<file path="src/hdl/rtcb_cfg.svh">
// Constants for the circular ring buffer logic of the remote terminal
// Overview of operation
// - Ring mode only with pingpong and mode-two clear
// - Mode code commands never use the ring
// - Descriptor: control, start, current, end pointers
// - Start and end pointers are never rewritten
// - Descriptor chosen by T/R and subaddress only
// - Receive data starts at current pointer plus two
// - Info and time tag written after receive completes
// - Transmit fetch from current plus two, then info
// - Good receive advances pointer or wraps to start
// - Receive wrap raises interrupt when both enables set
// - Good transmit advances pointer or wraps, interrupt
// - Failed messages keep pointer, still write info
// - Wrap decided after completion, overrun allowed during
// - Broadcast data shares the ring regardless of config
// - Extended config bit marks broadcast in info word
// - Broadcast transmit writes info, pointer unchanged
`ifndef RTCB_CFG_SVH
`define RTCB_CFG_SVH

// ****************************************
// Register map
// ****************************************
`define RTCB_REG_IRQ_EN 8'h12
`define RTCB_REG_CONFIG 8'h17
`define RTCB_REG_EXT 8'h4D
`define RTCB_REG_RESET 16'h0000
`define RTCB_EXT_BROADCAST_FLAG_BIT 3
`define RTCB_IE_BLKDONE_BIT 15

// ****************************************
// Descriptor layout
// ****************************************
`define RTCB_DESC_BASE 16'h0400
`define RTCB_DW_CTRL 2'h0
`define RTCB_DW_START 2'h1
`define RTCB_DW_CUR 2'h2
`define RTCB_DW_END 2'h3
`define RTCB_CW_PINGPONG_BIT 0
`define RTCB_CW_MODE1_BIT 1
`define RTCB_CW_MODE2_BIT 2
`define RTCB_CW_BLKDONE_BIT 15

// ****************************************
// Record layout and command word
// ****************************************
`define RTCB_OFS_TTAG 16'h0001
`define RTCB_OFS_DATA 16'h0002
`define RTCB_STEP 16'h0001
`define RTCB_INFO_BROADCAST_FLAG_BIT 9
`define RTCB_CMD_RT_HI 15
`define RTCB_CMD_RT_LO 11
`define RTCB_CMD_TR_BIT 10
`define RTCB_CMD_SA_HI 9
`define RTCB_CMD_SA_LO 5
`define RTCB_SA_MODE_LO 5'h00
`define RTCB_SA_MODE_HI 5'h1F
`define RTCB_RT_BROADCAST_FLAG 5'h1F

`endif

</file>
<file path="src/hdl/rtcb_pkg.sv">
// Types shared by the ring buffer design files
package rtcb_pkg;
  typedef enum logic [2:0] {
    RTCB_IDLE,
    RTCB_DESC,
    RTCB_DATA,
    RTCB_SKIP,
    RTCB_POST_INFO,
    RTCB_POST_TT,
    RTCB_POST_CA
  } rtcb_state_type;
  typedef logic [15:0] rtcb_word_type;
endpackage

</file>
<file path="src/hdl/rtcb_pipe2.sv">
// Two-entry buffer with valid and ready on both sides
`timescale 1ns/1ns
`default_nettype none
module rtcb_pipe2 #(
  parameter int WIDTH = 16
) (
  input wire logic ref_clk,
  input wire logic nrst,
  input wire logic in_valid,
  input wire logic [WIDTH-1:0] in_data,
  output logic in_ready,
  output logic out_valid,
  output logic [WIDTH-1:0] out_data,
  input wire logic out_ready
);
  logic [WIDTH-1:0] mem_q [2];
  logic wr_idx_q;
  logic rd_idx_q;
  logic [1:0] cnt_q;
  logic [1:0] cnt_d;
  logic in_fire;
  logic out_fire;

  assign in_fire = in_valid && in_ready;
  assign out_fire = out_valid && out_ready;
  assign out_valid = (cnt_q != 2'h0);
  assign out_data = mem_q[rd_idx_q];

  always_comb begin
    cnt_d = cnt_q;
    if (in_fire && !out_fire) begin
      cnt_d = cnt_q + 2'h1;
    end else if (out_fire && !in_fire) begin
      cnt_d = cnt_q - 2'h1;
    end
  end

  // Ready is registered so the source never sees a combinational path
  always_ff @(posedge ref_clk or negedge nrst) begin
    if (!nrst) begin
      cnt_q <= 2'h0;
      in_ready <= 1'b0;
      wr_idx_q <= 1'b0;
      rd_idx_q <= 1'b0;
    end else begin
      cnt_q <= cnt_d;
      in_ready <= (cnt_d != 2'h2);
      if (in_fire) begin
        wr_idx_q <= !wr_idx_q;
      end
      if (out_fire) begin
        rd_idx_q <= !rd_idx_q;
      end
    end
  end

  always_ff @(posedge ref_clk) begin
    if (in_fire) begin
      mem_q[wr_idx_q] <= in_data;
    end
  end
endmodule
`default_nettype wire

</file>
<file path="src/hdl/rtcb_ring.sv">
// Circular ring buffer mode one engine of the remote terminal
`timescale 1ns/1ns
`default_nettype none
`include "rtcb_cfg.svh"
module rtcb_ring
  import rtcb_pkg::*;
(
  input wire logic ref_clk,
  input wire logic nrst,
  input wire logic cmd_valid,
  input wire logic [15:0] cmd_word,
  input wire logic rx_valid,
  input wire logic [15:0] rx_data,
  output logic rx_ready,
  input wire logic tx_req,
  output logic tx_valid,
  output logic [15:0] tx_data,
  input wire logic msg_done,
  input wire logic msg_error,
  input wire logic msg_busy,
  input wire logic msg_illegal,
  input wire logic [15:0] msg_info,
  input wire logic [15:0] msg_ttag,
  output logic ram_req,
  output logic ram_we,
  output logic [15:0] ram_addr,
  output logic [15:0] ram_wdata,
  input wire logic ram_ack,
  input wire logic [15:0] ram_rdata,
  input wire logic reg_wr,
  input wire logic [7:0] reg_addr,
  input wire logic [15:0] reg_wdata,
  output logic [15:0] reg_rdata,
  output logic ring_active,
  output logic host_irq_out
);
  // ****************************************
  // Declarations
  // ****************************************
  rtcb_state_type state_q;
  rtcb_word_type irq_en_q;
  rtcb_word_type config_q;
  rtcb_word_type ext_q;
  rtcb_word_type cmd_q;
  rtcb_word_type desc_q;
  rtcb_word_type ctrl_q;
  rtcb_word_type start_q;
  rtcb_word_type cur_q;
  rtcb_word_type end_q;
  rtcb_word_type ptr_q;
  rtcb_word_type info_q;
  rtcb_word_type ttag_q;
  rtcb_word_type next_ca_d;
  logic [1:0] idx_q;
  logic done_q;
  logic good_q;
  logic tx_pend_q;
  logic wrap_q;
  logic wrap_d;
  logic buf_valid;
  logic buf_ready;
  logic [15:0] buf_data;
  logic cmd_mode_code;
  logic cmd_broadcast_flag_tx;
  logic ring_sel;
  rtcb_word_type cmd_desc;

  // ****************************************
  // Receive word buffer
  // ****************************************
  // A stall while the RAM is busy holds words here, none are dropped
  rtcb_pipe2 #(
    .WIDTH(16)
  ) u_rx_buf (
    .ref_clk(ref_clk),
    .nrst(nrst),
    .in_valid(rx_valid),
    .in_data(rx_data),
    .in_ready(rx_ready),
    .out_valid(buf_valid),
    .out_data(buf_data),
    .out_ready(buf_ready)
  );

  // Nothing drains before the pointer is loaded, else the first word is lost
  assign buf_ready = ((state_q == RTCB_DATA) && ring_active && !ram_req) ||
    (state_q == RTCB_SKIP);

  // ****************************************
  // Command decode
  // ****************************************
  assign cmd_mode_code =
    (cmd_word[`RTCB_CMD_SA_HI:`RTCB_CMD_SA_LO] == `RTCB_SA_MODE_LO) ||
    (cmd_word[`RTCB_CMD_SA_HI:`RTCB_CMD_SA_LO] == `RTCB_SA_MODE_HI);
  // Word count never changes a subaddress block, so it drops out of the index
  assign cmd_desc = `RTCB_DESC_BASE + {8'h00, cmd_word[`RTCB_CMD_TR_BIT],
    cmd_word[`RTCB_CMD_SA_HI:`RTCB_CMD_SA_LO], 2'h0};
  assign cmd_broadcast_flag_tx = cmd_q[`RTCB_CMD_TR_BIT] &&
    (cmd_q[`RTCB_CMD_RT_HI:`RTCB_CMD_RT_LO] == `RTCB_RT_BROADCAST_FLAG);
  assign ring_sel = !ctrl_q[`RTCB_CW_PINGPONG_BIT] && !ctrl_q[`RTCB_CW_MODE2_BIT] &&
    ctrl_q[`RTCB_CW_MODE1_BIT];

  // ****************************************
  // Host registers
  // ****************************************
  always_ff @(posedge ref_clk or negedge nrst) begin
    if (!nrst) begin
      irq_en_q <= `RTCB_REG_RESET;
      config_q <= `RTCB_REG_RESET;
      ext_q <= `RTCB_REG_RESET;
    end else if (reg_wr) begin
      unique case (reg_addr)
        `RTCB_REG_IRQ_EN: irq_en_q <= reg_wdata;
        `RTCB_REG_CONFIG: config_q <= reg_wdata;
        `RTCB_REG_EXT: ext_q <= reg_wdata;
        default: ;
      endcase
    end
  end

  always_ff @(posedge ref_clk or negedge nrst) begin
    if (!nrst) begin
      reg_rdata <= `RTCB_REG_RESET;
    end else begin
      // Unmapped addresses read as zero
      unique case (reg_addr)
        `RTCB_REG_IRQ_EN: reg_rdata <= irq_en_q;
        `RTCB_REG_CONFIG: reg_rdata <= config_q;
        `RTCB_REG_EXT: reg_rdata <= ext_q;
        default: reg_rdata <= `RTCB_REG_RESET;
      endcase
    end
  end

  // ****************************************
  // Post-processing pointer decision
  // ****************************************
  // Separation config is not consulted: one ring serves both kinds
  always_comb begin
    next_ca_d = cur_q;
    wrap_d = 1'b0;
    if (good_q && !cmd_broadcast_flag_tx) begin
      // Overrun past the end pointer is allowed, the wrap is judged only here
      if (ptr_q > end_q) begin
        next_ca_d = start_q;
        wrap_d = 1'b1;
      end else begin
        next_ca_d = ptr_q;
      end
    end
  end

  // ****************************************
  // Message sequencer and RAM master
  // ****************************************
  always_ff @(posedge ref_clk or negedge nrst) begin
    if (!nrst) begin
      state_q <= RTCB_IDLE;
      ram_req <= 1'b0;
      ram_we <= 1'b0;
      ram_addr <= 16'h0000;
      ram_wdata <= 16'h0000;
      cmd_q <= 16'h0000;
      desc_q <= 16'h0000;
      ctrl_q <= 16'h0000;
      start_q <= 16'h0000;
      cur_q <= 16'h0000;
      end_q <= 16'h0000;
      ptr_q <= 16'h0000;
      idx_q <= 2'h0;
      wrap_q <= 1'b0;
      ring_active <= 1'b0;
    end else begin
      wrap_q <= 1'b0;
      unique case (state_q)
        RTCB_IDLE: begin
          if (cmd_valid) begin
            cmd_q <= cmd_word;
            desc_q <= cmd_desc;
            idx_q <= `RTCB_DW_CTRL;
            if (cmd_mode_code) begin
              state_q <= RTCB_SKIP;
            end else begin
              ram_req <= 1'b1;
              ram_we <= 1'b0;
              ram_addr <= cmd_desc;
              state_q <= RTCB_DESC;
            end
          end
        end
        RTCB_DESC: begin
          if (ram_ack) begin
            unique case (idx_q)
              `RTCB_DW_CTRL: ctrl_q <= ram_rdata;
              `RTCB_DW_START: start_q <= ram_rdata;
              `RTCB_DW_CUR: cur_q <= ram_rdata;
              `RTCB_DW_END: end_q <= ram_rdata;
            endcase
            if (idx_q == `RTCB_DW_END) begin
              ram_req <= 1'b0;
              state_q <= RTCB_DATA;
            end else begin
              idx_q <= idx_q + 2'h1;
              ram_addr <= desc_q + {14'h0000, idx_q + 2'h1};
            end
          end
        end
        RTCB_DATA: begin
          if (!ring_active && ram_req == 1'b0 && ptr_q == 16'h0000 && !ring_sel) begin
            // Another buffering scheme owns this subaddress
            state_q <= RTCB_SKIP;
          end else if (!ring_active) begin
            ring_active <= 1'b1;
            ptr_q <= cur_q + `RTCB_OFS_DATA;
          end else if (ram_req) begin
            if (ram_ack) begin
              ram_req <= 1'b0;
            end
          end else if (buf_valid) begin
            ram_req <= 1'b1;
            ram_we <= 1'b1;
            ram_addr <= ptr_q;
            ram_wdata <= buf_data;
            ptr_q <= ptr_q + `RTCB_STEP;
          end else if (tx_pend_q) begin
            ram_req <= 1'b1;
            ram_we <= 1'b0;
            ram_addr <= ptr_q;
            ptr_q <= ptr_q + `RTCB_STEP;
          end else if (done_q) begin
            ram_req <= 1'b1;
            ram_we <= 1'b1;
            ram_addr <= cur_q;
            ram_wdata <= info_q;
            state_q <= RTCB_POST_INFO;
          end
        end
        RTCB_SKIP: begin
          if (done_q) begin
            state_q <= RTCB_IDLE;
          end
        end
        RTCB_POST_INFO: begin
          if (ram_ack) begin
            ram_addr <= cur_q + `RTCB_OFS_TTAG;
            ram_wdata <= ttag_q;
            state_q <= RTCB_POST_TT;
          end
        end
        RTCB_POST_TT: begin
          if (ram_ack) begin
            // Only the current pointer word of the descriptor is rewritten
            ram_addr <= desc_q + {14'h0000, `RTCB_DW_CUR};
            ram_wdata <= next_ca_d;
            cur_q <= next_ca_d;
            wrap_q <= wrap_d;
            state_q <= RTCB_POST_CA;
          end
        end
        RTCB_POST_CA: begin
          if (ram_ack) begin
            ram_req <= 1'b0;
            ram_we <= 1'b0;
            ring_active <= 1'b0;
            ptr_q <= 16'h0000;
            state_q <= RTCB_IDLE;
          end
        end
      endcase
      if (state_q == RTCB_IDLE) begin
        ring_active <= 1'b0;
        ptr_q <= 16'h0000;
      end
    end
  end

  // ****************************************
  // Transmit request latch
  // ****************************************
  // Request set wins over the clear at issue; requests pending together merge
  always_ff @(posedge ref_clk or negedge nrst) begin
    if (!nrst) begin
      tx_pend_q <= 1'b0;
    end else begin
      if (tx_req) begin
        tx_pend_q <= 1'b1;
      end else if (state_q == RTCB_DATA && ring_active && !ram_req && !buf_valid) begin
        tx_pend_q <= 1'b0;
      end else if (state_q == RTCB_IDLE) begin
        tx_pend_q <= 1'b0;
      end
    end
  end

  // ****************************************
  // Message completion capture
  // ****************************************
  always_ff @(posedge ref_clk or negedge nrst) begin
    if (!nrst) begin
      done_q <= 1'b0;
      good_q <= 1'b0;
      info_q <= 16'h0000;
      ttag_q <= 16'h0000;
    end else begin
      if (msg_done) begin
        done_q <= 1'b1;
        good_q <= !(msg_error || msg_busy || msg_illegal);
        info_q <= msg_info;
        info_q[`RTCB_INFO_BROADCAST_FLAG_BIT] <= ext_q[`RTCB_EXT_BROADCAST_FLAG_BIT] &&
          (cmd_q[`RTCB_CMD_RT_HI:`RTCB_CMD_RT_LO] == `RTCB_RT_BROADCAST_FLAG);
        ttag_q <= msg_ttag;
      end else if (state_q == RTCB_IDLE || state_q == RTCB_POST_INFO) begin
        done_q <= 1'b0;
      end
    end
  end

  // ****************************************
  // Transmit word return
  // ****************************************
  always_ff @(posedge ref_clk or negedge nrst) begin
    if (!nrst) begin
      tx_valid <= 1'b0;
      tx_data <= 16'h0000;
    end else begin
      tx_valid <= (state_q == RTCB_DATA) && ram_req && ram_ack && !ram_we;
      if ((state_q == RTCB_DATA) && ram_ack && !ram_we) begin
        tx_data <= ram_rdata;
      end
    end
  end

  // ****************************************
  // Full or empty notification
  // ****************************************
  always_ff @(posedge ref_clk or negedge nrst) begin
    if (!nrst) begin
      host_irq_out <= 1'b0;
    end else begin
      host_irq_out <= wrap_q && ctrl_q[`RTCB_CW_BLKDONE_BIT] &&
        irq_en_q[`RTCB_IE_BLKDONE_BIT];
    end
  end
endmodule
`default_nettype wire

</file>
<file path="config.mk">
export PLATFORM = sky130hd
export DESIGN_NAME = rtcb_ring
export DESIGN_NICKNAME = d
export VERILOG_FILES = /design/src/hdl/rtcb_pkg.sv /design/src/hdl/rtcb_pipe2.sv /design/src/hdl/rtcb_ring.sv
export VERILOG_INCLUDE_DIRS = /design/src /design/src/hdl
export SDC_FILE = /design/constraint.sdc
export NUM_CORES = 1
export LEC_CHECK = 0
export ABC_CLOCK_PERIOD_IN_PS = 2800
export BUFFER_PORTS_ARGS = -buffer_cell sky130_fd_sc_hd__clkbuf_2
export CAP_MARGIN = 15
export CORE_ASPECT_RATIO = 1.2
export CORE_UTILIZATION = 55
export DETAILED_ROUTE_END_ITERATION = 16
export PLACE_DENSITY_LB_ADDON = 0.3
export SYNTH_ARGS = -nofsm -noshare
export SYNTH_HDL_FRONTEND = slang
export SYNTH_HIERARCHICAL = 1
export SYNTH_SLANG_ARGS = --single-unit
</file>
<file path="constraint.sdc">
create_clock -name ref_clk -period 2.8 [get_ports ref_clk]
set_input_delay 0.7 -clock ref_clk [delete_from_list [all_inputs] [get_ports ref_clk]]
set_output_delay 0.7 -clock ref_clk [all_outputs]
set_load 0.01 [all_outputs]
</file>
==> impl_metrics.ini <==
[status]
status = finished clean

[critical_path]
cpMaxStageDelayCell = or4_4
worstSetupStartpointType = flop
cp_num_buf_inv = 2
worst_ep_arrival_time_ns = 3.19
slowest_delay_ns = 0.60
kind_of_cell_with_the_highest_combined_delay_on_the_critical_path = simple AND/OR/NAND/NOR gates
critPathKind = reg2reg
crit_path_cell_trace = ha_1 -> nand4_2 -> or4_4 -> or2_2 -> buf_12 -> a2111oi_2 -> nor3_1 -> buf_4
cp_data_required_time_ns = 3.26
critical_path_peak_fanout = 32
worstSetupEndpointType = flop

[final_layout]
antenna-diode-count = 0
seq_area_sq_um = 7040
layout.filler_cells = 1970
synthToLayoutAreaGrowth_pct = 18.4
largest_register_ff_count = 32
top_register = u_rx_buf/mem_q
combined_area_of_the_multi_input_logic_cells_sq_um = 6760
layout.core_utilization = 0.666
layout-drive-gt1-share = 0.343
layout.nets = 1663

[detailed_routing]
routed_len_inst_um = 21.3
top_signal_layer_used = met4
met3RoutedLength_mm = 3.08
vias = 11700
detailedRoute.firstPassIterationCount = 7
wirelength_mm = 40.0
met1Wirelength_mm = 15.8
route.met2.wl_mm = 18.8
dr.first_iter.drc_count = 983
drcViolationCount = 0
postRouteAntennaNets = 0
routed_vias_inst = 6.22

[hold_path]
min_path_type = in2async

[die]
row_count = 64
core-area_sq_um = 25500
die-height_um = 179
initial_core_util = 0.562
die_x_um = 150
die_area_sq_um = 26800
top_level_ports = 185

[placed_design]
routabilityCongestion = 0.933
dp_hpwl_mm = 28.2
numPortBuffers = 178

[clocking]
worst_setup_hold_path_clk_slew_ns = 0.07
cts_tree = done
cts-hold-fix-buffers = 0
worst_skew_pair_latency_ns = 0.57
cts_max_path_buffers = 3
cts_root_buffer = clkbuf_16
cts_inserted_buffers = 29
h-tree-depth = 1
clkSinkCount = 275

[yosys]
yosys.area.top_type_share = 0.423
synth_edf_count = 32
synth_area_leaders = dfrtp_1 42%, mux2_2 13%, edfxtp_1 6.7%, nor2_1 2.8%, nand2_1 2.5%
ys_dominant_reg_cell = dfrtp_1
synth.lib_cells_used.distinct = 71
synth.cell_area_sq_um = 14400
muxShareOfSynthArea = 0.144
compound_gate_portion_of_the_synthesized_area = 0.142
ys_async_sr_fraction = 0.884
synth_adder_area_share = 0.0218
synthesized_area_fraction_occupied_by_and_or_nand_nor_cells = 0.134
synth.net_count = 1476
post_synth_inst_count = 1336
yosys.area_share.xor_xnor = 0.0243
syn_area_per_cell_sq_um = 10.8
synth_top_family_by_area = multiplexers
leading_area_contributor_after_synthesis = dfrtp_1
ys_seq_elements = 275
synth_seq_area_share = 0.490
ys.warnings.count = 6

[global_route]
first_pass_grt_wire_length_mm = 62.5
pin_count_of_the_biggest_net_entering_global_routing = 73
grt.overflow.total = 0
grt_antenna_before_repair = 0
via_count_of_the_first_global_routing_pass = 11500
grtUsageTotal = 0.303

[sta]
rsz0062_at_grt = no
fin_crit_sh = 0.974
final-hold-violation-count = 0
max_slew.worst_pin.slew_ns = 0.903
slew-limit-headroom = 0.398
final.setup_skew_ns = 0.0102
finalSetupViolCount = 0
period_needed_ns = 2.73
finalMaxSlewViolations = 0
tns_ns = 0
max_freq_mhz = 367

[flow_run]
max_cap_violations = 0

[power_and_ir_drop]
total_power_w = 0.0209
max-vdd-ir-drop_mv = 1.53
cellPowerDensity_nw_per_um2 = 1230
total_leakage_power_nw = 7.74
cell type report:
type,instances,area share
Sequential cell,275,0.414
Multi-Input combinational cell,909,0.398
Timing Repair Buffer,262,0.0976
Clock buffer,42,0.0479
Tap cell,330,0.0243
Inverter,46,0.0101
Clock inverter,12,0.00875
what timing repair did:
item	CTS	global route
setup buffers	0	0
endpoints found under the setup margin	0	18
gates resized for setup	0	11
Yosys cell counts (8+ instances only):
| master | n |
|---|---|
| a31o_2 | 17 |
| nor2_1 | 106 |
| o21ai_0 | 62 |
| buf_2 | 11 |
| mux2_2 | 163 |
| xor2_1 | 20 |
| and3_1 | 11 |
| or3_1 | 14 |
| buf_1 | 8 |
| clkbuf_1 | 80 |
| nor4_1 | 15 |
| nand2b_1 | 9 |
| nand4_1 | 10 |
| xnor2_1 | 18 |
| ha_1 | 25 |
| a2111oi_1 | 13 |
| mux2i_1 | 24 |
| a21oi_1 | 51 |
| nor4b_1 | 13 |
| nor3_1 | 56 |
| a222oi_1 | 16 |
| a221oi_1 | 22 |
| nand2_1 | 97 |
| inv_1 | 46 |
| a22o_1 | 17 |
| nand3_1 | 20 |
| dfrtp_1 | 243 |
| a2111oi_2 | 17 |
| edfxtp_1 | 32 |
routing by layer:
layer | GRT usage | vias up
met2 | 0.495 | 554
met4 | 0.167 | 0
met5 | 0 | -
met1 | 0.388 | 5691
met3 | 0.0417 | 132
li1 | - | 5299
where the power goes:
| part | switching, W | total (W) | internal (W) |
|---|---|---|---|
| clock network | 0.00160 | 0.00390 | 0.00230 |
| logic | 0.00663 | 0.0110 | 0.00439 |
| registers | 0.000854 | 0.00603 | 0.00517 |
| total | 0.00908 | 0.0209 | 0.0119 |
kinds of logic after synthesis:
family	Yosys count
adder cells (fa/ha/maj)	25
AND/OR/NAND/NOR	387
flip-flops	275
AO/OA/AOI/OAI	271
multiplexers	187
buffers and inverters	152
XOR/XNOR	39
placed cells by master (no fill, tap or decap), types with 9 or more instances in the layout:
cell type	count
a2111oi_1	9
a2111oi_2	23
a21oi_1	49
a221oi_1	22
a222oi_1	16
a22o_1	17
a31o_2	17
and3_1	11
buf_12	10
buf_4	73
clkbuf_1	9
clkbuf_16	29
clkbuf_2	177
dfrtp_1	243
edfxtp_1	32
ha_1	25
inv_1	46
mux2_2	163
mux2i_1	24
nand2_1	96
nand2b_1	9
nand3_1	20
nand4_1	10
nor2_1	105
nor3_1	56
nor4_1	15
nor4b_1	13
o21ai_0	62
or3_1	14
xnor2_1	18
xor2_1	20
worst paths after layout:
path	from	to	slack (ns)	cells past startpoint
setup / recovery	ptr_q[13]	cur_q[7]	0.07	8
hold / removal	nrst	ext_q[2]	0.10	1
setup reg to reg	ptr_q[13]	cur_q[7]	0.07	8
hold reg to reg	irq_en_q[9]	reg_rdata[9]	0.48	2
max in group asynchronous	nrst	start_q[12]	1.94	2
min in group ref_clk	rx_data[5]	u_rx_buf/mem_q[0][5]	0.32	1
through the flow:
step / hold WS [ns] / instances / setup WS [ns] / area (sq um)
after CTS: 0.122 / 1876 / 0.0243 / 17000
after detailed placement: 0.470 / 1822 / 0.0434 / 16000
after global placement: 0.465 / 1822 / 0.0814 / 16000
after global routing: 0.133 / 1876 / 0.00282 / 17000
after floorplan: 0.404 / 1336 / 0.226 / 14400
final: 0.101 / 1876 / 0.0733 / 17000
No activity file was read; power rests on OpenSTA's default activity.
